**src/shared/cqf_pkg.sv**
```systemverilog
// Package for the command queue front end: offsets, fields, opcodes, types
package cqf_pkg;

    // Register byte offsets
    localparam logic [7:0] CQF_OFF_CTRL = 8'h00;
    localparam logic [7:0] CQF_OFF_STATUS = 8'h04;
    localparam logic [7:0] CQF_OFF_BASE = 8'h08;
    localparam logic [7:0] CQF_OFF_PROD = 8'h0c;
    localparam logic [7:0] CQF_OFF_CONS = 8'h10;
    localparam logic [7:0] CQF_OFF_ERRCLR = 8'h14;

    // Control fields
    localparam int CQF_CTRL_EN_BIT = 0;
    localparam int CQF_CTRL_SEV_BIT = 1;
    localparam int CQF_CTRL_RSVCHK_BIT = 2;
    localparam logic [31:0] CQF_CTRL_RESET = 32'h0000_0000;

    // Status fields
    localparam int CQF_ST_ENACK_BIT = 0;
    localparam int CQF_ST_ERRV_BIT = 1;
    localparam int CQF_ST_BUSY_BIT = 2;
    localparam int CQF_ST_CODE_LSB = 8;

    // Queue geometry
    localparam int CQF_LOG2_ENTRIES = 4;
    localparam int CQF_IDX_W = CQF_LOG2_ENTRIES + 1;
    localparam int CQF_ENTRY_BYTES = 16;
    localparam int CQF_ENTRY_SHIFT = 4;
    localparam int CQF_ENTRY_WORDS = 4;
    localparam int CQF_OPC_W = 8;
    localparam logic [31:0] CQF_BASE_RESET = 32'h0000_0000;

    // Error codes
    localparam logic [1:0] CQF_ERR_NONE = 2'h0;
    localparam logic [1:0] CQF_ERR_ILL = 2'h1;
    localparam logic [1:0] CQF_ERR_ABT = 2'h2;

    // Opcodes with special handling
    localparam logic [7:0] CQF_OP_PREF_CFG = 8'h01;
    localparam logic [7:0] CQF_OP_PREF_ADDR = 8'h02;
    localparam logic [7:0] CQF_OP_CFGI_RANGE = 8'h04;
    localparam logic [7:0] CQF_OP_SYNC = 8'h46;
    localparam logic [7:0] CQF_OP_IMPDEF_LO = 8'h80;
    localparam logic [7:0] CQF_OP_IMPDEF_HI = 8'h8f;

    // Entry word as fetched
    typedef struct packed {
        logic [31:0] data;
        logic abort;
    } cqf_rword_t;

    // Decoded command handed to the back end
    typedef struct packed {
        logic [CQF_OPC_W-1:0] opcode;
        logic [127:0] entry;
        logic is_sync;
    } cqf_cmd_t;

endpackage

```
**src/rtl/cqf_decode.sv**
```systemverilog
// Opcode decoder: defined set and reserved field check
`timescale 1ns/1ps
module cqf_decode
    import cqf_pkg::*;
(
    // Entry in
    input wire logic [127:0] entry,
    input wire logic rsv_check,
    // Result
    output logic illegal,
    output logic is_sync
);

    // Defined opcode table
    function automatic logic op_defined(input logic [7:0] op);
        unique case (op) inside
            [8'h01:8'h07], [8'h10:8'h13], 8'h18, 8'h1a, [8'h20:8'h23],
            8'h28, 8'h2a, 8'h30, 8'h40, 8'h41, [8'h44:8'h46],
            [8'h50:8'h53], 8'h58, 8'h5a, 8'h60: op_defined = 1'b1;
            default: op_defined = 1'b0;
        endcase
    endfunction

    logic [7:0] op;
    logic bad_param;
    logic rsv_nz;

    assign op = entry[CQF_OPC_W-1:0];
    assign is_sync = (op == CQF_OP_SYNC);
    // Secure flag bit set on non-secure queue is invalid for prefetch
    assign bad_param = ((op == CQF_OP_PREF_CFG) || (op == CQF_OP_PREF_ADDR)) && entry[10];
    // Bits 9..8 and 31..11 of word 0 unused in this front end
    assign rsv_nz = rsv_check && ((entry[9:8] != 2'h0) || (entry[31:11] != 21'h0));
    // Implementation defined range is not implemented: illegal too
    assign illegal = !op_defined(op) || bad_param || rsv_nz;

endmodule

```
**src/rtl/cqf_frontend.sv**
```systemverilog
// Command queue front end: AHB-Lite registers, entry fetch, decode, errors
// Overview of operation
// - Each entry is sixteen bytes, little-endian, for both producer and unit.
// - The low eight bits of each entry are the opcode.
// - Decoder recognises the defined opcode set.
// - Reserved opcodes, including 0x00 and 0x90-0xFF, raise illegal-command.
// - No entry at or beyond the producer index is executed.
// - A producer index write alone starts processing.
// - Process only when non-empty, enabled and no error active.
// - Keep processing until empty, error or disabled.
// - With wake support set, pulse wake event when a seen-full queue is no longer full.
// - Defined opcode with invalid parameters raises illegal-command.
// - Optional check of reserved fields; non-zero raises illegal-command.
// - Illegal-command wins over an ignored command.
// - External abort on queue read raises fetch abort.
// - First error stops consumption; consumer index stays on failing command.
// - A command is consumed once the consumer index passes it.
// - Sync completes after all earlier commands; earlier ones never wait.
//
// The register addresses and the AHB-Lite slave port were left to the implementer.
`timescale 1ns/1ps
module cqf_frontend
    import cqf_pkg::*;
(
    // Clock and reset
    input wire logic REF_CLK,
    input wire logic RESET_N,
    // AHB-Lite slave
    input wire logic HSEL,
    input wire logic [31:0] HADDR,
    input wire logic [1:0] HTRANS,
    input wire logic HWRITE,
    input wire logic [2:0] HSIZE,
    input wire logic [31:0] HWDATA,
    input wire logic HREADY,
    output logic [31:0] HRDATA,
    output logic HREADYOUT,
    output logic HRESP,
    // Memory read port for queue fetch
    output logic MEM_REQ,
    output logic [31:0] MEM_ADDR,
    input wire logic MEM_ACK,
    input wire cqf_rword_t MEM_RDATA,
    // Command issue to back end
    output logic CMD_VALID,
    output cqf_cmd_t CMD,
    input wire logic CMD_READY,
    input wire logic CMD_IDLE,
    // Wake event
    output logic WAKE_EVENT
);

    typedef enum logic [2:0] {
        CQF_IDLE,
        CQF_FETCH,
        CQF_DECODE,
        CQF_ISSUE,
        CQF_DRAIN
    } cqf_state_t;

    cqf_state_t state;
    logic [31:0] ctrl;
    logic [31:0] base;
    logic [CQF_IDX_W-1:0] prod;
    logic [CQF_IDX_W-1:0] cons;
    logic [1:0] err_code;
    logic [127:0] entry;
    logic [1:0] word_idx;
    logic seen_full;
    logic dec_illegal;
    logic dec_sync;

    // Bus address phase capture
    logic ph_valid;
    logic ph_write;
    logic [7:0] ph_addr;

    logic q_empty;
    logic q_full;
    logic err_active;
    logic can_run;
    logic wr_en;

    // Index helpers
    function automatic logic idx_full(input logic [CQF_IDX_W-1:0] p,
                                      input logic [CQF_IDX_W-1:0] c);
        idx_full = (p[CQF_IDX_W-1] != c[CQF_IDX_W-1]) &&
                   (p[CQF_IDX_W-2:0] == c[CQF_IDX_W-2:0]);
    endfunction

    assign q_empty = (prod == cons);
    assign q_full = idx_full(prod, cons);
    assign err_active = (err_code != CQF_ERR_NONE);
    assign can_run = !q_empty && ctrl[CQF_CTRL_EN_BIT] && !err_active;

    cqf_decode u_decode (
        .entry(entry),
        .rsv_check(ctrl[CQF_CTRL_RSVCHK_BIT]),
        .illegal(dec_illegal),
        .is_sync(dec_sync)
    );

    // Bus: zero wait states, always OKAY
    assign HREADYOUT = 1'b1;
    assign HRESP = 1'b0;
    assign wr_en = ph_valid && ph_write;

    always_ff @(posedge REF_CLK) begin
        if (!RESET_N) begin
            ph_valid <= 1'b0;
            ph_write <= 1'b0;
            ph_addr <= 8'h00;
        end else if (HREADY) begin
            ph_valid <= HSEL && HTRANS[1];
            ph_write <= HWRITE;
            ph_addr <= HADDR[7:0];
        end
    end

    // Read data
    always_ff @(posedge REF_CLK) begin
        if (!RESET_N) begin
            HRDATA <= 32'h0000_0000;
        end else if (HREADY && HSEL && HTRANS[1] && !HWRITE) begin
            unique case (HADDR[7:0])
                CQF_OFF_CTRL: HRDATA <= ctrl;
                CQF_OFF_STATUS: HRDATA <= {22'h0, err_code, 5'h0,
                    (state != CQF_IDLE), err_active, ctrl[CQF_CTRL_EN_BIT]};
                CQF_OFF_BASE: HRDATA <= base;
                CQF_OFF_PROD: HRDATA <= {{(32-CQF_IDX_W){1'b0}}, prod};
                CQF_OFF_CONS: HRDATA <= {{(32-CQF_IDX_W){1'b0}}, cons};
                default: HRDATA <= 32'h0000_0000;
            endcase
        end
    end

    // Control, base, producer index
    always_ff @(posedge REF_CLK) begin
        if (!RESET_N) begin
            ctrl <= CQF_CTRL_RESET;
            base <= CQF_BASE_RESET;
            prod <= '0;
        end else if (wr_en) begin
            unique case (ph_addr)
                CQF_OFF_CTRL: ctrl <= {29'h0, HWDATA[2:0]};
                CQF_OFF_BASE: base <= {HWDATA[31:CQF_ENTRY_SHIFT], 4'h0};
                CQF_OFF_PROD: prod <= HWDATA[CQF_IDX_W-1:0];
                default: ;
            endcase
        end
    end

    // Error register; new error wins over clear
    always_ff @(posedge REF_CLK) begin
        if (!RESET_N) begin
            err_code <= CQF_ERR_NONE;
        end else if (state == CQF_FETCH && MEM_ACK && MEM_RDATA.abort) begin
            err_code <= CQF_ERR_ABT;
        end else if (state == CQF_DECODE && dec_illegal) begin
            err_code <= CQF_ERR_ILL;
        end else if (wr_en && ph_addr == CQF_OFF_ERRCLR && HWDATA[0]) begin
            err_code <= CQF_ERR_NONE;
        end
    end

    // Fetch and issue sequencer
    always_ff @(posedge REF_CLK) begin
        if (!RESET_N) begin
            state <= CQF_IDLE;
            word_idx <= 2'h0;
            entry <= '0;
        end else begin
            unique case (state)
                CQF_IDLE: begin
                    word_idx <= 2'h0;
                    if (can_run) begin
                        state <= CQF_FETCH;
                    end
                end
                CQF_FETCH: begin
                    if (MEM_ACK) begin
                        if (MEM_RDATA.abort) begin
                            state <= CQF_IDLE;
                        end else begin
                            // Little-endian: word n holds bytes 4n..4n+3
                            entry[word_idx*32 +: 32] <= MEM_RDATA.data;
                            word_idx <= word_idx + 2'h1;
                            if (word_idx == 2'(CQF_ENTRY_WORDS - 1)) begin
                                state <= CQF_DECODE;
                            end
                        end
                    end
                end
                CQF_DECODE: begin
                    if (dec_illegal) begin
                        state <= CQF_IDLE;
                    end else if (dec_sync) begin
                        state <= CQF_DRAIN;
                    end else begin
                        state <= CQF_ISSUE;
                    end
                end
                CQF_DRAIN: begin
                    if (CMD_IDLE) begin
                        state <= CQF_ISSUE;
                    end
                end
                CQF_ISSUE: begin
                    if (CMD_READY) begin
                        state <= CQF_IDLE;
                    end
                end
                default: state <= CQF_IDLE;
            endcase
        end
    end

    // Consumer index advances only when the command is handed on
    always_ff @(posedge REF_CLK) begin
        if (!RESET_N) begin
            cons <= '0;
        end else if (state == CQF_ISSUE && CMD_READY) begin
            cons <= CQF_IDX_W'(cons + 1'b1);
        end
    end

    // Memory request: base + wrapped index * 16 + word offset
    assign MEM_REQ = (state == CQF_FETCH);
    assign MEM_ADDR = base + {{(32-CQF_LOG2_ENTRIES-CQF_ENTRY_SHIFT){1'b0}},
        cons[CQF_IDX_W-2:0], word_idx, 2'h0};

    // Command out
    assign CMD_VALID = (state == CQF_ISSUE);
    assign CMD = '{opcode: entry[CQF_OPC_W-1:0], entry: entry, is_sync: dec_sync};

    // Full seen whenever the queue is full, then wake once it is no longer full if the ctrl SEV bit is set
    always_ff @(posedge REF_CLK) begin
        if (!RESET_N) begin
            seen_full <= 1'b0;
            WAKE_EVENT <= 1'b0;
        end else begin
            WAKE_EVENT <= 1'b0;
            if (seen_full && !q_full) begin
                seen_full <= 1'b0;
                WAKE_EVENT <= ctrl[CQF_CTRL_SEV_BIT];
            end else if (q_full) begin
                seen_full <= 1'b1;
            end
        end
    end

endmodule

```
**config.mk**
```make
export PLATFORM = sky130hd
export DESIGN_NAME = cqf_frontend
export DESIGN_NICKNAME = d
export VERILOG_FILES = /design/src/shared/cqf_pkg.sv /design/src/rtl/cqf_decode.sv /design/src/rtl/cqf_frontend.sv
export SDC_FILE = /design/constraint.sdc
export NUM_CORES = 1
export LEC_CHECK = 0
export ABC_AREA = 0
export ABC_CLOCK_PERIOD_IN_PS = 3720
export BUFFER_PORTS_ARGS = -buffer_cell sky130_fd_sc_hd__buf_2
export CORE_ASPECT_RATIO = 1.1
export CORE_MARGIN = 1
export CORE_UTILIZATION = 42
export CTS_CLUSTER_DIAMETER = 120
export DETAILED_ROUTE_END_ITERATION = 6
export GPL_ROUTABILITY_DRIVEN = 1
export PLACE_DENSITY = 0.66
export SLEW_MARGIN = 20
export SYNTH_ARGS = -nofsm -noshare
export SYNTH_HDL_FRONTEND = slang
export SYNTH_HIERARCHICAL = 1
export SYNTH_SLANG_ARGS = --single-unit
```
**constraint.sdc**
```tcl
create_clock -name REF_CLK -period 3.72 [get_ports REF_CLK]
set_input_delay 0.558 -clock REF_CLK [delete_from_list [all_inputs] [get_ports REF_CLK]]
set_output_delay 0.558 -clock REF_CLK [all_outputs]
set_load 0.03 [all_outputs]
```
==> results of run 1 <==
-- per-stage QoR --
stage	area (um^2)	total power, mW	hold slack (ps)
after detailed placement	10800	2.58	425
after global placement	10800	2.58	412
after global routing	11600	5.09	261
after CTS	11600	4.98	257
final	11600	4.93	276
after floorplan	9250	2.49	408
-- per-layer routing --
metal / part of all wire [%] / wire length, um / vias to the layer above / global-route usage [%]
li1: - / - / 4403 / -
met1: 42 / 12000 / 4220 / 30.8
met2: 48 / 13700 / 317 / 42.0
met3: 8.6 / 2460 / 34 / 7.32
met4: 2.0 / 561 / 0 / 6.43
met5: 0 / 0 / - / 0
-- critical path, delay by kind of cell (launching register included) --
| kind | cells | cell delay [ps] |
|---|---|---|
| compound gates | 1 | 140 |
| xor+xnor | 1 | 230 |
| flops | 1 | 380 |
| buf+inv | 2 | 400 |
| simple gates | 3 | 770 |
| fa+ha+maj | 1 | 410 |
-- placed cells by master, fill, tap and decap left out, types with 5 or more instances in the layout --
cell type  synthesis  final
buf_2              6    283
dfxtp_1          220    220
nand2_1          186    186
nand3_1          176    176
a21oi_1          137    137
nor2_1            76     76
a22oi_1           34     34
clkbuf_16          0     25
xnor2_1           23     23
o21ai_1           23     23
buf_4             15     19
o21ai_0           18     18
mux2i_1           15     15
xor2_1            12     12
nand4_1           11     11
ha_1              11     11
nor3_1             9      8
nor4_1             8      8
clkinv_2           0      8
inv_1              7      6
a211oi_1           6      6
nand2b_1           5      5
nor2b_1            5      5
and2_1             1      5
-- power breakdown --
group	switching (mW)	internal [mW]
sequential	0.00510	2.36
clock	0.960	1.44
combinational	0.113	0.0497
total	1.08	3.86
-- state kept, by name, indices dropped and copies added, names as in the netlist --
signal      cells
HRDATA         32
WAKE_EVENT      1
base           28
cons            5
ctrl            3
entry         128
err_code        2
ph_addr         8
ph_valid        1
ph_write        1
prod            5
seen_full       1
state           3
word_idx        2
-- area by class of cell --
cell class                 count  area, um^2  area share, %
tap                          290         363           3.13
sequential                   220        4400           38.0
timing repair buffer         303        1580           13.6
clock inverter                12         115          0.994
clock buffer                  32         692           5.98
multi-input combinational    815        4390           37.9
antenna                        1        2.50         0.0216
inverter                       7        31.3          0.270
-- logic make-up after synthesis --
| family | Yosys count | synth area share (%) |
|---|---|---|
| AO/OA/AOI/OAI | 236 | 14.5 |
| XOR/XNOR | 35 | 3.32 |
| adder cells (fa/ha/maj) | 12 | 1.71 |
| buffers and inverters | 106 | 5.25 |
| flip-flops | 220 | 47.6 |
| multiplexers | 16 | 1.75 |
| other | 2 | 0.0812 |
| AND/OR/NAND/NOR | 512 | 25.8 |
-- how the worst min path moves through the flow --
| stage | endpoint | cells past startpoint |
|---|---|---|
| 6_report | base[31]$_SDFFE_PN0P_ | 3 |
| 3_3_place_gp | WAKE_EVENT$_SDFF_PN0_ | 2 |
| 4_1_cts | base[31]$_SDFFE_PN0P_ | 3 |
| 5_1_grt | base[21]$_SDFFE_PN0P_ | 3 |
| 2_1_floorplan | WAKE_EVENT$_SDFF_PN0_ | 2 |
| 3_5_place_dp | WAKE_EVENT$_SDFF_PN0_ | 2 |
==> summary.txt, run 1 <==
Timing
  • Period utilisation layout: 91.2%
  • Final Hold Fails: 0
  • F_max: 0.295 GHz
  • Slew Limit Fails: 0
  • Final setup TNS: 0 ps
  • Final min period: 3390 ps
  • Final setup viols: 0
  • Fin worst setup slack: 326 ps
  • Headroom to the max-slew limit: 42.2%
  • Clock Skew: 9.05 ps
  • RSZ-0062 raised after global routing: no
  • Least-Margin Pin Slew: slightly below 900 ps

Clocking
  • Clock tree buffer depth: 3
  • Hold-fix buffers, CTS: 0
  • Reg clk slew, reported paths: 60 ps
  • Clock root buffer: clkbuf_16
  • TritonCTS Buffers: 24
  • Post-CTS setup buffer count: 0
  • H-tree levels: 1
  • CTS tree: built
  • Post-cts sizing count: 0
  • Later-pin clock latency in the skew report: 510 ps
  • Clock sink total: 220

Drt
  • Drt wl/cell: 17.0 um
  • Via count: approximately 9000
  • Post-DRT Antenna Nets: 0
  • Detailed Route WL: between 20000 and 30000 um
  • Vias/cell: around 5.3
  • Number of DRC markers in iteration 0: ~510
  • Drc violations: 0
  • Drt first pass iters: 5

Synth
  • Post-synth cell types: 55
  • Synth top area share: a little under half
  • Top cells by instance count after synthesis: 220 x dfxtp_1, 186 x nand2_1, 176 x nand3_1
  • Post-synthesis cell count: approximately 1100
  • Primary FF master, synth: dfxtp_1
  • Register area share after synthesis: 47.6%
  • Count leader, synth: dfxtp_1
  • Yosys top cell by area: dfxtp_1
  • Post-synth EDFFs: 0
  • Top cells by area, synth: dfxtp_1 48%, nand3_1 9.5%, nand2_1 7.6%
  • Synthesized area: 9240 um^2
  • Ys async rst share: 0%
  • Synth warn: 6
  • Mean Syn Cell Area: 8.12 um^2
  • Register bit total from synthesis: 220

Placement
  • Dpl ws: 863 ps
  • Detailed placer's ending HPWL: 19400 um
  • Cell count after placement: 1635
  • PortBufs: 283
  • GP Congestion: 0.854

Min path
  • HP Class: input pin to flop
  • HP Start: HWDATA[31]

Worst setup path
  • CP Cell Sequence: ha_1, nand3_1, a2bb2oi_1, buf_4, nor3_1, nand4_1, xnor2_1, buf_2
  • Crit end category: output pin
  • Worst Reg-to-Reg Cells: 6
  • Worst Path Required: 3160 ps
  • Crit path launch: cons[3]$_SDFFE_PN0P_
  • Worst R2R Start: word_idx[0]$_SDFFE_PN0P_
  • Crit-path max cell delay: 490 ps
  • Crit start category: flop
  • Flop2flop setup slack: 1170 ps
  • Maximum fanout along the worst path: 6
  • WS Path Type: flop to output pin
  • Worst setup endpoint: MEM_ADDR[25]
  • Arrival time worst endpoint: 2840 ps
  • R2r endpoint: entry[52]$_SDFFE_PN0P_
  • CP max-delay cell: nor3_1

Cells and area
  • Nets@finish: about 1500
  • Fraction of layout cells with a size suffix above 1: roughly a quarter
  • Area Overhead vs Synth: 25.2%
  • Final cell count without fillers: 1680
  • Filler cell count: about 2100
  • Fin util: 54.0%

Die
  • Die Ht: 158 um
  • Die Span X: 143 um
  • IO Count: 316
  • # rows: 56
  • Starting Density: 43.1%
  • DIE AREA: 22600 um^2
  • Core Area: 21400 um^2

GRT
  • Initial antenna violation count: 0
  • GRT Total Usage: roughly 25%
  • Largest net degree at the start of global routing: 109
  • Global route overflow: 0
  • Vias in the first global route: 8420
  • First-pass GRT wire length: 45100 um

Job
  • Max Cap Violations: 0

Power and ir drop
  • Power Density: 426 nW/um^2
  • Pleak: 4.85 nW
  • Worst vdd ir: around 0.00033 V

Status
  • Status: finished clean
Note: power is estimated with default switching activity, not from simulation.
==> inputs of run 2 (changes only) <==
Settings changed: CORE_UTILIZATION 42 to 50, PLACE_DENSITY 0.66 to 0.88.
==> run 2 against run 1 <==
Compared with the run above: count of clock-buffer cells in the layout is 1 higher; total power is 0.26% lower; via count is 4.7% higher; setup slack better by 12 ps; flip-flop and latch count stayed put; wire length is 4.6% lower; clock skew is 1.4 ps lower; utilization is 10 points higher.
==> summary.txt, run 2 (synthesis gave the netlist of run 1 again) <==
Status
  • Status: finished clean

Die
  • # rows: 51
  • Die Span X: 132 um
  • Starting Density: 51.6%
  • DIE AREA: 19000 um^2
  • IO Count: approximately 320
  • Core Area: 17900 um^2
  • Die Ht: 145 um

Clocking
  • Post-cts sizing count: 0
  • Post-CTS setup buffer count: 0
  • Clock root buffer: clkbuf_16
  • Reg clk slew, reported paths: ~60 ps
  • Clock tree buffer depth: 3
  • Hold-fix buffers, CTS: 0
  • Clock sink total: 220
  • H-tree levels: 1
  • CTS tree: built
  • TritonCTS Buffers: 24
  • Later-pin clock latency in the skew report: 510 ps

GRT
  • Largest net degree at the start of global routing: 122
  • GRT Total Usage: 27.3%
  • Vias in the first global route: around 8600
  • Initial antenna violation count: 0
  • First-pass GRT wire length: 42400 um
  • Global route overflow: 0

Drt
  • Vias/cell: 5.78
  • Drt wl/cell: 16.8 um
  • Drc violations: 0
  • Detailed Route WL: 27300 um
  • Drt first pass iters: 5
  • Post-DRT Antenna Nets: 0
  • Number of DRC markers in iteration 0: 719
  • Via count: 9392

Power and ir drop
  • Pleak: 4.85 nW
  • Power Density: 428 nW/um^2
  • Worst vdd ir: roughly 0.00047 V

Cells and area
  • Largest register FFs: 128
  • Largest regs: entry x128, HRDATA x32, base x28
  • Diodes inserted: 0
  • Biggest register: entry
  • Nets@finish: between 1000 and 1500
  • Most common cell after layout, fill and taps aside: buf_2
  • Fraction of layout cells with a size suffix above 1: between 20% and 30%
  • Filler cell count: 1440
  • Most frequent cells in the layout: 283 x buf_2, 220 x dfxtp_1, 186 x nand2_1, 176 x nand3_1, 137 x a21oi_1
  • Area Overhead vs Synth: 24.5%
  • Final instance area: ~12000 um^2

Worst setup path
  • CP top delay family: compound AO/OA/AOI/OAI gates
  • Maximum fanout along the worst path: 7
  • Arrival time worst endpoint: around 2800 ps
  • Crit end category: output pin
  • Crit-path max cell delay: 560 ps
  • Worst Path Required: ~3200 ps
  • Worst Path Buf+Inv: 1
  • WS Path Type: flop to output pin
  • Crit start category: flop
  • CP max-delay cell: a2bb2oi_1
  • CP Cell Sequence: ha_1, a21oi_1, a2bb2oi_1, nor3_1, nand4_1, xnor2_1, buf_2

Timing
  • RSZ-0062 raised after global routing: no
  • Final setup viols: 0
  • Least-Margin Pin Slew: 940 ps
  • Final Hold Fails: 0
  • Final min period: 3380 ps
  • Clock Skew: 7.64 ps
  • Final setup TNS: 0 ps
  • F_max: 0.296 GHz
  • Period utilisation layout: 90.9%
  • Slew Limit Fails: 0
  • Headroom to the max-slew limit: 37.3%

Placement
  • Detailed placer's ending HPWL: between 15000 and 20000 um
  • PortBufs: ~280
  • Cell area after placement: 10700 um^2
  • GP Congestion: 0.853

Job
  • Max Cap Violations: 0

Min path
  • HP Class: input pin to flop
-- run 2: cell types whose count changed in the layout (fill, tap and decap cells not counted) --
cell,before,now
diode_2,1,0
clkinvlp_4,2,1
clkinv_2,8,6
inv_8,0,1
clkbuf_1,3,4
-- run 2: power breakdown --
group / switching (mW) / total [mW] / internal [mW]
sequential: 0.00505 / 2.37 / 2.36
combinational: 0.110 / 0.160 / 0.0499
clock: 0.946 / 2.39 / 1.45
total: 1.06 / 4.92 / 3.86
-- run 2: layer usage --
metal	track usage, %	routed length, um	vias up
met5	0	0	-
met4	13.9	1150	0
met3	6.91	2950	92
met2	45.8	13000	521
met1	32.6	10300	4374
li1	-	-	4405
-- run 2: per-stage QoR --
step	power, mW	util [%]	instances	setup slack (ps)	hold WS (ps)
2_1_floorplan	2.49	-	1141	1070	408
3_3_place_gp	2.57	59.7	1583	897	414
3_5_place_dp	2.58	59.7	1583	879	423
4_1_cts	4.94	64.2	1626	327	258
5_1_grt	5.07	64.2	1626	129	268
6_report	4.92	64.2	1626	338	272
-- run 2: worst reg2reg max path: stages (launching register included) --
cell and delay, ps:
dfxtp_1 410, nand2b_1 250, nor3_2 560, and2_1 740, buf_4 350, nand3_1 110, a21oi_1 170
-- run 2: cell type report --
type / count / area [um^2] / share of cell area, %
inverters: 7 / 31.3 / 0.272
clock buffers: 33 / 696 / 6.05
repair buffers: 303 / 1580 / 13.7
clock inverters: 10 / 109 / 0.946
well taps: 238 / 298 / 2.59
flip-flops and latches: 220 / 4400 / 38.3
multi-input cells: 815 / 4390 / 38.1
-- run 2: worst paths after layout --
| path | start | end | slack [ps] | cells past startpoint |
|---|---|---|---|---|
| max reg2reg | state[2]$_SDFFE_PN0P_ | entry[43]$_SDFFE_PN0P_ | 1060 | 6 |
| min reg2reg | seen_full$_SDFFE_PP0P_ | WAKE_EVENT$_SDFF_PN0_ | 430 | 2 |
| max | cons[1]$_SDFFE_PN0P_ | MEM_ADDR[25] | 340 | 7 |
| min | HWDATA[22] | base[22]$_SDFFE_PN0P_ | 270 | 3 |
